===== config.mk =====
export PLATFORM = sky130hd
export DESIGN_NAME = asct_top
export DESIGN_NICKNAME = d
export VERILOG_FILES = /design/src/asct_pkg.sv /design/src/asct_top.sv /design/src/asct_buf.sv
export SDC_FILE = /design/constraint.sdc
export NUM_CORES = 2
export LEC_CHECK = 0
export ABC_AREA = 0
export BUFFER_PORTS_ARGS = -buffer_cell sky130_fd_sc_hd__buf_2
export CAP_MARGIN = 10
export CORE_MARGIN = 2
export CORE_UTILIZATION = 55
export CTS_CLUSTER_DIAMETER = 100
export DETAILED_ROUTE_END_ITERATION = 6
export PLACE_DENSITY_LB_ADDON = 0.3
export RECOVER_POWER = 25
export SYNTH_ARGS = -nofsm -noshare
export SYNTH_HDL_FRONTEND = slang
export SYNTH_SLANG_ARGS = --single-unit
export TNS_END_PERCENT = 20

===== constraint.sdc =====
create_clock -name clk_in -period 26.5 [get_ports clk_in]
set_clock_uncertainty 0.05 [all_clocks]
set_input_delay 5.3 -clock clk_in [delete_from_list [all_inputs] [get_ports clk_in]]
set_output_delay 5.3 -clock clk_in [all_outputs]
set_load 0.01 [all_outputs]

===== src/asct_pkg.sv =====
package asct_pkg;
    // ------------------------------------------------------------
    // Widths and timing counts
    // ------------------------------------------------------------
    localparam int unsigned ASCT_DW          = 12; // Converted word width
    localparam int unsigned ASCT_SYNC_MIN    = 16; // Least alignment pulse width, cycles
    localparam int unsigned ASCT_SYNCO_DLY   = 1;  // Alignment to chained output, cycles
    localparam int unsigned ASCT_RDR_SINGLE  = 26; // Ready restart, single-port mode
    localparam int unsigned ASCT_RDR_DUAL    = 27; // Ready restart, dual-port mode
    localparam int unsigned ASCT_EVENT_MARKER_OUT_A      = 22; // Marker delay, core A
    localparam int unsigned ASCT_EVENT_MARKER_OUT_B      = 23; // Marker delay, core B
    localparam int unsigned ASCT_LAT_HIGH    = 22; // Word latency, high port
    localparam int unsigned ASCT_LAT_LOW     = 20; // Word latency, low port
    localparam int unsigned ASCT_DEPTH       = 32; // Delay line depth
    localparam int unsigned ASCT_AW          = 5;  // Delay line index width
    localparam int unsigned ASCT_BUF_DEPTH   = 2;  // Output buffer entries

    // ------------------------------------------------------------
    // Carriers
    // ------------------------------------------------------------
    typedef struct packed {
        logic              marker; // Event marker bit
        logic [ASCT_DW-1:0] word;  // Sample word
    } asct_sample_type;

    typedef struct packed {
        asct_sample_type a;        // Core A sample
        asct_sample_type b;        // Core B sample
    } asct_pair_type;

    typedef struct packed {
        logic               ready_a;  // Data ready A
        logic               ready_b;  // Data ready B
        logic               marker;   // Event marker
        logic [ASCT_DW-1:0] high_a;   // High port word, core A
        logic [ASCT_DW-1:0] low_a;    // Low port word, core A
        logic [ASCT_DW-1:0] high_b;   // High port word, core B
    } asct_out_type;
endpackage


===== src/asct_top.sv =====
`timescale 1ns/1ps
module asct_top
    import asct_pkg::*;
(
    input  wire logic               clk_in,                 // Sampling clock, 25 MHz
    input  wire logic               arst_n_in,              // Async reset, active low
    input  wire logic               align_marker_input_in,  // Alignment pulse pin
    input  wire logic               capture_edge_select_in, // 0 rising, 1 falling
    input  wire logic               dual_port_in,           // Dual-port output mode
    input  wire logic               interleave_in,          // Interleaved cores
    input  wire logic               event_in,               // Marker source bit
    input  wire logic [ASCT_DW-1:0] sample_a_in,            // Core A sample
    input  wire logic [ASCT_DW-1:0] sample_b_in,            // Core B sample
    input  wire logic               out_ready_in,           // Receiver ready
    output logic                    align_chain_out,        // Chained alignment
    output logic                    data_ready_a_out,       // Data ready A
    output logic                    data_ready_b_out,       // Data ready B
    output logic                    event_marker_out,       // Marker bit
    output logic [ASCT_DW-1:0]      high_a_out,             // High port word A
    output logic [ASCT_DW-1:0]      low_a_out,              // Low port word A
    output logic [ASCT_DW-1:0]      high_b_out,             // High port word B
    output logic                    out_valid_out           // Output word valid
);
    // ------------------------------------------------------------
    // Reset release and pin synchronisers
    // ------------------------------------------------------------
    logic       rst_s1_q, rst_n;              // Reset release chain
    logic [5:0] pin_s1_q, pin_s2_q;           // Pin synchronisers
    logic       al_neg_q;                     // Falling-edge capture

    always_ff @(posedge clk_in or negedge arst_n_in) begin
        if (!arst_n_in) begin
            rst_s1_q <= 1'b0;
            rst_n    <= 1'b0;
        end else begin
            rst_s1_q <= 1'b1;
            rst_n    <= rst_s1_q;
        end
    end

    // Falling-edge sampling path for the alignment pin
    always_ff @(negedge clk_in or negedge rst_n) begin
        if (!rst_n) begin
            al_neg_q <= 1'b0;
        end else begin
            al_neg_q <= align_marker_input_in;
        end
    end

    logic [5:0] pin_raw;                      // Raw pin bundle
    assign pin_raw = {dual_port_in, interleave_in, al_neg_q, align_marker_input_in,
                      capture_edge_select_in, event_in};

    // Two stages before the control logic reads a mode, marker or alignment pin
    always_ff @(posedge clk_in or negedge rst_n) begin
        if (!rst_n) begin
            pin_s1_q <= 6'h00;
            pin_s2_q <= 6'h00;
        end else begin
            pin_s1_q <= pin_raw;
            pin_s2_q <= pin_s1_q;
        end
    end

    logic align_s, capture_edge_select_s, evt_s, dual_s, ilv_s; // Synchronised levels
    assign dual_s  = pin_s2_q[5];
    assign ilv_s   = pin_s2_q[4];
    assign capture_edge_select_s  = pin_s2_q[1];
    assign evt_s   = pin_s2_q[0];
    assign align_s = capture_edge_select_s ? pin_s2_q[3] : pin_s2_q[2];

    // ------------------------------------------------------------
    // Alignment detect, chain and ready restart
    // ------------------------------------------------------------
    typedef enum logic [1:0] {ASCT_RUN, ASCT_HOLD, ASCT_WAIT} asct_state_type;
    asct_state_type st_q, st_d;               // Ready state
    logic [4:0] cnt_q, cnt_d;                 // Restart counter
    logic       al_prev_q, al_prev_d;         // Previous alignment
    logic       chain_q, chain_d;             // Chained output
    logic       ph_q, ph_d;                   // Dual-port half rate phase
    logic       rdy_a_q, rdy_a_d;             // Ready A
    logic       rdy_b_q, rdy_b_d;             // Ready B
    logic       al_rise;                      // Alignment start
    logic [4:0] rdr;                          // Restart delay for mode

    always_comb begin
        al_rise   = align_s && !al_prev_q;
        rdr       = dual_s ? 5'(ASCT_RDR_DUAL) : 5'(ASCT_RDR_SINGLE);
        al_prev_d = align_s;
        chain_d   = align_s;
        st_d      = st_q;
        cnt_d     = cnt_q;
        ph_d      = ph_q;
        rdy_a_d   = rdy_a_q;
        case (st_q)
            ASCT_RUN: begin
                // Ready toggles at full or half rate
                if (dual_s) begin
                    ph_d = ~ph_q;
                    if (ph_q) begin
                        rdy_a_d = ~rdy_a_q;
                    end
                end else begin
                    rdy_a_d = ~rdy_a_q;
                end
            end
            ASCT_HOLD, ASCT_WAIT: begin
                rdy_a_d = 1'b0;
                ph_d    = 1'b0;
                if (cnt_q == rdr - 5'h1) begin
                    st_d    = ASCT_RUN;
                    rdy_a_d = 1'b1;
                end else begin
                    cnt_d = cnt_q + 5'h1;
                    st_d  = ASCT_WAIT;
                end
            end
            default: st_d = ASCT_RUN;
        endcase
        if (al_rise) begin
            st_d    = ASCT_HOLD;
            cnt_d   = 5'h1;
            rdy_a_d = 1'b0;
        end
        // Core B follows A one cycle later when interleaved
        rdy_b_d = ilv_s ? rdy_a_q : rdy_a_d;
    end

    // Register alignment and ready state
    always_ff @(posedge clk_in or negedge rst_n) begin
        if (!rst_n) begin
            st_q      <= ASCT_RUN;
            cnt_q     <= 5'h0;
            al_prev_q <= 1'b0;
            chain_q   <= 1'b0;
            ph_q      <= 1'b0;
            rdy_a_q   <= 1'b0;
            rdy_b_q   <= 1'b0;
        end else begin
            st_q      <= st_d;
            cnt_q     <= cnt_d;
            al_prev_q <= al_prev_d;
            chain_q   <= chain_d;
            ph_q      <= ph_d;
            rdy_a_q   <= rdy_a_d;
            rdy_b_q   <= rdy_b_d;
        end
    end

    // ------------------------------------------------------------
    // Pipeline delay lines, one entry per sampling cycle
    // ------------------------------------------------------------
    asct_pair_type line_q [ASCT_DEPTH];       // Sample history
    asct_pair_type line_d [ASCT_DEPTH];
    logic [ASCT_AW-1:0] wp_q, wp_d;           // Write index

    function automatic logic [ASCT_AW-1:0] tap(input logic [ASCT_AW-1:0] w,
                                               input int unsigned lat);
        // Entry written lat cycles before the output register loads
        tap = w - ASCT_AW'(lat - 1);
    endfunction

    always_comb begin
        line_d           = line_q;
        wp_d             = wp_q + 5'h1;
        line_d[wp_q].a   = '{marker: evt_s, word: sample_a_in};
        line_d[wp_q].b   = '{marker: evt_s, word: sample_b_in};
    end

    always_ff @(posedge clk_in or negedge rst_n) begin
        if (!rst_n) begin
            for (int i = 0; i < ASCT_DEPTH; i++) begin
                line_q[i] <= '0;
            end
            wp_q <= '0;
        end else begin
            line_q <= line_d;
            wp_q   <= wp_d;
        end
    end

    // Latency taps, counted from the sampling edge in whole cycles
    asct_out_type stage;                      // Buffer input
    logic         b_lag;                      // Extra cycle for core B
    always_comb begin
        b_lag        = ilv_s;
        stage.high_a = line_q[tap(wp_q, ASCT_LAT_HIGH)].a.word;
        stage.low_a  = line_q[tap(wp_q, ASCT_LAT_LOW)].a.word;
        stage.high_b = b_lag ? line_q[tap(wp_q, ASCT_LAT_HIGH + 1)].b.word
                             : line_q[tap(wp_q, ASCT_LAT_HIGH)].b.word;
        stage.marker = line_q[tap(wp_q, ASCT_EVENT_MARKER_OUT_A)].a.marker
                     | (ilv_s & line_q[tap(wp_q, ASCT_EVENT_MARKER_OUT_B)].b.marker);
        stage.ready_a = rdy_a_d;
        stage.ready_b = rdy_b_d;
    end

    // ------------------------------------------------------------
    // Output buffer and registered outputs
    // ------------------------------------------------------------
    logic         buf_s_ready, buf_m_valid;  // Buffer handshakes
    asct_out_type buf_data;                  // Buffer output
    logic         take;                      // Output register loads

    asct_buf u_buf (
        .clk_in      (clk_in),
        .rst_n_in    (rst_n),
        .s_valid_in  (1'b1),
        .s_ready_out (buf_s_ready),
        .s_data_in   (stage),
        .m_valid_out (buf_m_valid),
        .m_ready_in  (take),
        .m_data_out  (buf_data)
    );

    asct_out_type out_q, out_d;               // Output register
    logic         vld_q, vld_d;               // Output valid

    always_comb begin
        take  = out_ready_in || !vld_q;
        out_d = out_q;
        vld_d = vld_q;
        if (take) begin
            out_d = buf_data;
            vld_d = buf_m_valid;
        end
    end

    always_ff @(posedge clk_in or negedge rst_n) begin
        if (!rst_n) begin
            out_q <= '0;
            vld_q <= 1'b0;
        end else begin
            out_q <= out_d;
            vld_q <= vld_d;
        end
    end

    assign align_chain_out  = chain_q;
    assign data_ready_a_out = rdy_a_q;
    assign data_ready_b_out = rdy_b_q;
    assign event_marker_out = out_q.marker;
    assign high_a_out       = out_q.high_a;
    assign low_a_out        = out_q.low_a;
    assign high_b_out       = out_q.high_b;
    assign out_valid_out    = vld_q;

    // ------------------------------------------------------------
    // Assertions
    // ------------------------------------------------------------
    // Helper counters: cycles since alignment start and since reset, saturating
    logic [4:0] since_q, since_d, fill_q, fill_d;
    always_comb begin
        since_d = al_rise ? 5'h01 : (since_q + {4'h0, since_q != 5'h1f});
        fill_d  = fill_q + {4'h0, fill_q != 5'h1f};
    end
    // Register the helper counters
    always_ff @(posedge clk_in or negedge rst_n) begin
        if (!rst_n) begin
            since_q <= 5'h1f;
            fill_q  <= 5'h00;
        end else begin
            since_q <= since_d;
            fill_q  <= fill_d;
        end
    end

    a_chain_delay: assert property (@(posedge clk_in) disable iff (!rst_n)
        align_chain_out == $past(align_s)) else $error("Chained alignment not one cycle");
    a_ready_low: assert property (@(posedge clk_in) disable iff (!rst_n)
        since_q < rdr |-> !data_ready_a_out) else $error("Ready not held low");
    a_ready_restart: assert property (@(posedge clk_in) disable iff (!rst_n)
        since_q == 5'(ASCT_RDR_SINGLE) && !dual_s |-> data_ready_a_out)
        else $error("Ready did not restart at 26");
    a_ready_dual: assert property (@(posedge clk_in) disable iff (!rst_n)
        since_q == 5'(ASCT_RDR_DUAL) && dual_s |-> data_ready_a_out)
        else $error("Ready did not restart at 27");
    a_b_lag: assert property (@(posedge clk_in) disable iff (!rst_n)
        ilv_s && $past(ilv_s) |-> data_ready_b_out == $past(data_ready_a_out))
        else $error("Ready B does not lag A");
    a_edge_sel: assert property (@(posedge clk_in) disable iff (!rst_n)
        align_s == (capture_edge_select_s ? $past(al_neg_q, 2) : $past(align_marker_input_in, 2)))
        else $error("Wrong capture edge");
    a_lat_low: assert property (@(posedge clk_in) disable iff (!rst_n)
        fill_q == 5'h1f |-> stage.low_a == $past(sample_a_in, 19)) else $error("Low port latency");
    a_lat_gap: assert property (@(posedge clk_in) disable iff (!rst_n)
        stage.high_a == $past(stage.low_a, 2)) else $error("High port not two behind low");

    c_align: cover property (@(posedge clk_in) disable iff (!rst_n) al_rise);
    c_restart: cover property (@(posedge clk_in) disable iff (!rst_n)
        st_q == ASCT_WAIT ##1 st_q == ASCT_RUN);
    c_stall: cover property (@(posedge clk_in) disable iff (!rst_n) vld_q && !out_ready_in);
    c_buf_full: cover property (@(posedge clk_in) disable iff (!rst_n) !buf_s_ready);
endmodule // asct_top


===== src/asct_buf.sv =====
`timescale 1ns/1ps
// Two-entry skid buffer, valid/ready on both sides
module asct_buf
    import asct_pkg::*;
(
    input  wire logic          clk_in,     // Sampling clock
    input  wire logic          rst_n_in,   // Synchronised reset
    input  wire logic          s_valid_in, // Upstream valid
    output logic               s_ready_out,// Upstream ready
    input  wire asct_out_type  s_data_in,  // Upstream data
    output logic               m_valid_out,// Downstream valid
    input  wire logic          m_ready_in, // Downstream ready
    output asct_out_type       m_data_out  // Downstream data
);
    asct_out_type mem_q [ASCT_BUF_DEPTH]; // Storage
    asct_out_type mem_d [ASCT_BUF_DEPTH];
    logic         wp_q, wp_d, rp_q, rp_d;  // Pointers
    logic [1:0]   cnt_q, cnt_d;            // Fill level
    logic         push, pop;               // Handshakes

    // ------------------------------------------------------------
    // Next state
    // ------------------------------------------------------------
    always_comb begin
        push  = s_valid_in && (cnt_q != 2'h2);
        pop   = (cnt_q != 2'h0) && m_ready_in;
        mem_d = mem_q;
        wp_d  = wp_q;
        rp_d  = rp_q;
        cnt_d = cnt_q;
        if (push) begin
            mem_d[wp_q] = s_data_in;
            wp_d        = ~wp_q;
        end
        if (pop) begin
            rp_d = ~rp_q;
        end
        if (push && !pop) begin
            cnt_d = cnt_q + 2'h1;
        end else if (pop && !push) begin
            cnt_d = cnt_q - 2'h1;
        end
    end

    // Register stage
    always_ff @(posedge clk_in or negedge rst_n_in) begin
        if (!rst_n_in) begin
            mem_q[0] <= '0;
            mem_q[1] <= '0;
            wp_q     <= 1'b0;
            rp_q     <= 1'b0;
            cnt_q    <= 2'h0;
        end else begin
            mem_q <= mem_d;
            wp_q  <= wp_d;
            rp_q  <= rp_d;
            cnt_q <= cnt_d;
        end
    end

    assign s_ready_out = (cnt_q != 2'h2);
    assign m_valid_out = (cnt_q != 2'h0);
    assign m_data_out  = mem_q[rp_q];
endmodule // asct_buf


Yosys cells after proc, flatten, opt, wreduce, memory -nomap -nowiden
Index checks and enable logic that the tools add are counted.
{"block": "op_classes", "n_addsub": 8, "order_cmp": 8, "n_eq_ne": 7, "mux": 40, "bitwise": 12, "n_reduce_logical": 19}
{"op": "$bwmux W832", "n": 2}
{"op": "$bmux W26 S5", "n": 3}
{"op": "$demux W26 S5", "n": 2}
{"op": "$mux W37", "n": 3}
{"op": "$bwmux W78", "n": 1}
{"op": "$mux W26", "n": 3}
{"op": "$mux W25", "n": 2}
{"op": "$demux W39 S1", "n": 1}
{"op": "$mux W13", "n": 3}
{"op": "$mux W39", "n": 1}
{"op": "$ge A6 B6 Y1 const B", "n": 4}
{"op": "$not A5 Y6", "n": 4}
{"op": "$mux W5", "n": 3}
{"op": "$sub A5 B5 Y5 const B", "n": 3}
{"op": "$mux W12", "n": 1}
{"op": "$add A5 B1 Y5 const B", "n": 2}
{"op": "$mux W1", "n": 8}
{"op": "$mux W2", "n": 4}
{"op": "$ne A2 B2 Y1 const B", "n": 4}
{"op": "$reduce_bool A2 Y1", "n": 4}
{"op": "$logic_and A1 B1 Y1", "n": 6}
{"op": "$lt A6 B1 Y1 const B", "n": 1}
{"op": "$eq A5 B5 Y1", "n": 1}
{"op": "$sub A4 B2 Y5 const B", "n": 1}
{"op": "17 further kinds", "n": 27}
{"block": "word_totals", "regBits": 983, "output_inout_bits": 41, "elab_cells": 254}

Longest topological paths before layout
{"block": "depth", "depth_word": 8, "mapped_depth": 16, "mapped_depth_nobuf": 8}

Hierarchy
From an unflattened synthesis, not the netlist that was laid out.
{"block": "hier_totals", "hier_cells": 3197, "hier_area_um2": 50138.1}
{"mod": "asct_top", "instances": 1, "cells_per_inst": 2973, "area_per_inst_um2": 46475.8, "seq_area_each_um2": 22546.6}
{"mod": "asct_buf", "instances": 1, "cells_per_inst": 224, "area_per_inst_um2": 3662.3, "seq_area_each_um2": 2052.0}

==> out/qor.csv <==
stage,metric,value,unit
cts,worst-case clock buffer depth,3,
pwr,pwr/cell area,68.6,nW/um2
route,drt drc,0,
yosys,"Async S/R FF share, synth",1.00,
layout,Area growth syn-to-layout,9.35,%
layout,ratio of cells with drive above 1 in the final layout,0.413,
critical_path,R2R Path End,al_neg_q$_DFF_NN0_,
cts,CTS Sinks,979,
route,DRT antenna net count,0,
yosys,Seq cells post-synth,979,
yosys,yosys warns,0,
sta,Worst-Margin Slew,9.29,ns
sta,sum of negative setup slack,0,ns
critical_path,"Max FO, Critical Path",2,
pwr,internal power,2.72,mW
placed_design,RD Place Congestion,0.867,
critical_path,slowest CP cell,buf_2,
die,die area,91900,um2
pwr,Clock power frac,0.389,
pwr,Flop pwr share,0.473,
critical_path,number of cells on the critical path,1,
run_status,failing checks,"max-capacitance violations, max-slew violations",
critical_path,Critical path buffers and inverters,1,
yosys,Mean Syn Cell Area,13.4,um2
yosys,ys flop type,dfrtp_1,
critical_path,"Req. time, crit path",13.69,ns
critical_path,"Largest stage delay, worst path",0.10,ns
layout,final net count,3628,
placed_design,HPWL Detailed,80.8,mm
pwr,combinational share of power,0.137,
layout,fin util,0.608,
yosys,sequential share of the synthesized area,0.498,
sta,WHS,0.294,ns
critical_path,CP top delay family,buffers and inverters,
layout,design area,53800,um2
critical_path,Worst setup EP type,register,
cts,CTS Hold Bufs,0,
route,DRT iter0 DRCs,3282,
global_route,GRT Util Overall,0.301,
global_route,vias in the first global route,31803,
cts,worst skew pair latency,0.67,ns
die,core box area,88500,um2
die,Chip Width,303,um
critical_path,cells along the critical path,buf_2,
die,Initial Util,0.556,
placed_design,Port Buf Inserts,72,
yosys,Netlist cell types,44,
pwr,switching share of total power,0.264,
yosys,number of synthesized flops with an enable pin,0,
critical_path,Critical Path End,al_neg_q$_DFF_NN0_,
yosys,Syn Inst Count,3661,
cts,"Clk pin slew, worst setup/hold paths",0.06,ns
cts,Num CTS Buffers,100,
yosys,Mapped Nets,3704,
sta,final-report hold violation count,0,
die,# rows,109,
global_route,first-pass GRT wire length,205,mm
run,max-cap viol count,6,
route,Routed WL,136,mm
route,DRT Pass-1 Iters,5,
critical_path,Critical Path Source Type,input port,
sta,Max Slew Vio Count,552,
sta,relative slew slack,-5.20,
critical_path,worst r2r src,rst_n$_DFF_PN0_,
cts,postcts setup bufs,0,
cts,Root Buffer,clkbuf_16,
global_route,initial antenna violation count,6,
sta,RSZ-0062 raised after global routing,false,
route,Via density,6.62,
critical_path,"reg-to-reg slack, setup",12.11,ns
global_route,gr ovfl total,0,
cts,post-CTS resize count,0,
critical_path,FF-to-FF path depth,0,
route,Via Count,32018,
pwr,VDD IR max,0.0547,mV
cts,CTS tree,built,
layout,Filler cells,6783,
pwr,Leak,21.7,nW
pwr,NetSw,0.976,mW
die,Chip Height,303,um
yosys,synthesized area,49200,um2
cts,H-Tree Depth,3,
die,I/O Pins,73,
worst_hold_path,Hold WC Path Type,reg2reg,
critical_path,crit path kind,in2reg,
layout,footprint of the multi-input gates,23500,um2
layout,Sequential Area,24500,um2
placed_design,placed cell area,50500,um2
global_route,largest net degree at the start of global routing,173,
route,DR WL/cell,28.2,um
critical_path,Crit path arrival time,5.40,ns
sta,final setup fails,0,
critical_path,crit path launch,align_marker_input_in,
run_status,outcome,"complete, but fails checks",
[synth_stat cells, types with 20 or more instances]
cell type	number	area share
o21ai_0	147	0.015
nand4_1	26	0.0033
o21ai_1	36	0.0037
o22ai_1	73	0.0093
a22oi_1	103	0.016
dfrtp_1	978	0.50
mux2_2	962	0.22
mux2i_1	349	0.071
buf_2	101	0.010
a22o_1	24	0.0043
nor3_1	20	0.0020
buf_4	28	0.0043
mux4_2	182	0.083
clkbuf_1	182	0.014
nor2_1	69	0.0053
nand2_1	210	0.016
[kinds of logic after synthesis]
family | after synthesis | share of synthesized area
xor+xnor | 18 | 0.00320
flops | 979 | 0.498
mux | 1493 | 0.374
fa+ha+maj | 11 | 0.00280
other cells | 1 | 0.0000762
compound gates | 433 | 0.0555
buf+inv | 337 | 0.0316
simple gates | 389 | 0.0347
[power by group through the flow]
stage | registers [mW] | clock network, mW | logic (mW)
6_report | 1.75 | 1.44 | 0.507
5_1_grt | 1.77 | 1.52 | 0.565
4_1_cts | 1.75 | 1.46 | 0.511
3_5_place_dp | 1.77 | 0 | 0.508
3_3_place_gp | 1.77 | 0 | 0.492
2_1_floorplan | 1.79 | 0 | 0.340
[cell type report]
type                    instances  share of cell area
flip-flops and latches        979               0.455
clock inverters                43             0.00909
clock buffers                 142              0.0528
well taps                    1165              0.0271
inverters                       7            0.000488
repair buffers                152              0.0180
multi-input cells            2345               0.437
diodes                          2           0.0000930
[registers in the layout, indices dropped and copies added (netlist names)]
register / flops
al_neg_q: 1
align_chain_out: 1
cnt_q: 5
data_ready_a_out: 1
data_ready_b_out: 1
event_marker_out: 1
high_a_out: 12
high_b_out: 12
line_q: 832
low_a_out: 12
out_valid_out: 1
ph_q: 1
pin_s1_q: 6
pin_s2_q: 6
rst_n: 1
rst_s1_q: 1
st_q: 2
u_buf.cnt_q: 2
u_buf.mem_q: 74
u_buf.rp_q: 1
u_buf.wp_q: 1
wp_q: 5
[per-layer routing]
metal  vias to the layer above  routed length, um  GRT usage
met4                        10               4340     0.0990
met5                         -                 58          0
met1                     16900              59100      0.434
met2                      1383              60400      0.448
li1                      13448                  -          -
met3                       277              12600     0.0759
[per-stage QoR]
stage          setup WS (ns)  power [mW]  instances
2_1_floorplan           4.07        2.13       3661
3_5_place_dp            7.64        2.28       4648
6_report                8.28        3.69       4835
4_1_cts                 8.30        3.71       4833
3_3_place_gp            7.64        2.26       4648
5_1_grt                 8.28        3.85       4834
[placed cells by master (no fill, tap or decap), types with 37 or more instances in the layout]
cell type	synthesis	layout
mux2i_1	349	349
nand2_1	210	202
buf_2	101	72
a22oi_1	103	103
o21ai_0	147	145
buf_4	28	73
dfrtp_1	978	975
mux4_2	182	182
o21ai_1	36	37
nor2_1	69	51
o22ai_1	73	73
mux2_2	962	962
clkbuf_16	0	102
[worst min-delay path by stage]
stage                               start                 endpoint  cells after the start
floorplan           pin_s1_q[0]$_DFF_PN0_    pin_s2_q[0]$_DFF_PN0_                      0
global route        pin_s1_q[5]$_DFF_PN0_    pin_s2_q[5]$_DFF_PN0_                      0
global placement          rst_n$_DFF_PN0_  line_q[650]$_DFFE_PN0P_                      0
detailed placement        rst_n$_DFF_PN0_  line_q[650]$_DFFE_PN0P_                      0
CTS                       rst_n$_DFF_PN0_    line_q[0]$_DFFE_PN0P_                      0
finish              pin_s1_q[3]$_DFF_PN0_    pin_s2_q[3]$_DFF_PN0_                      0
No activity file was read; power rests on OpenSTA's default activity.
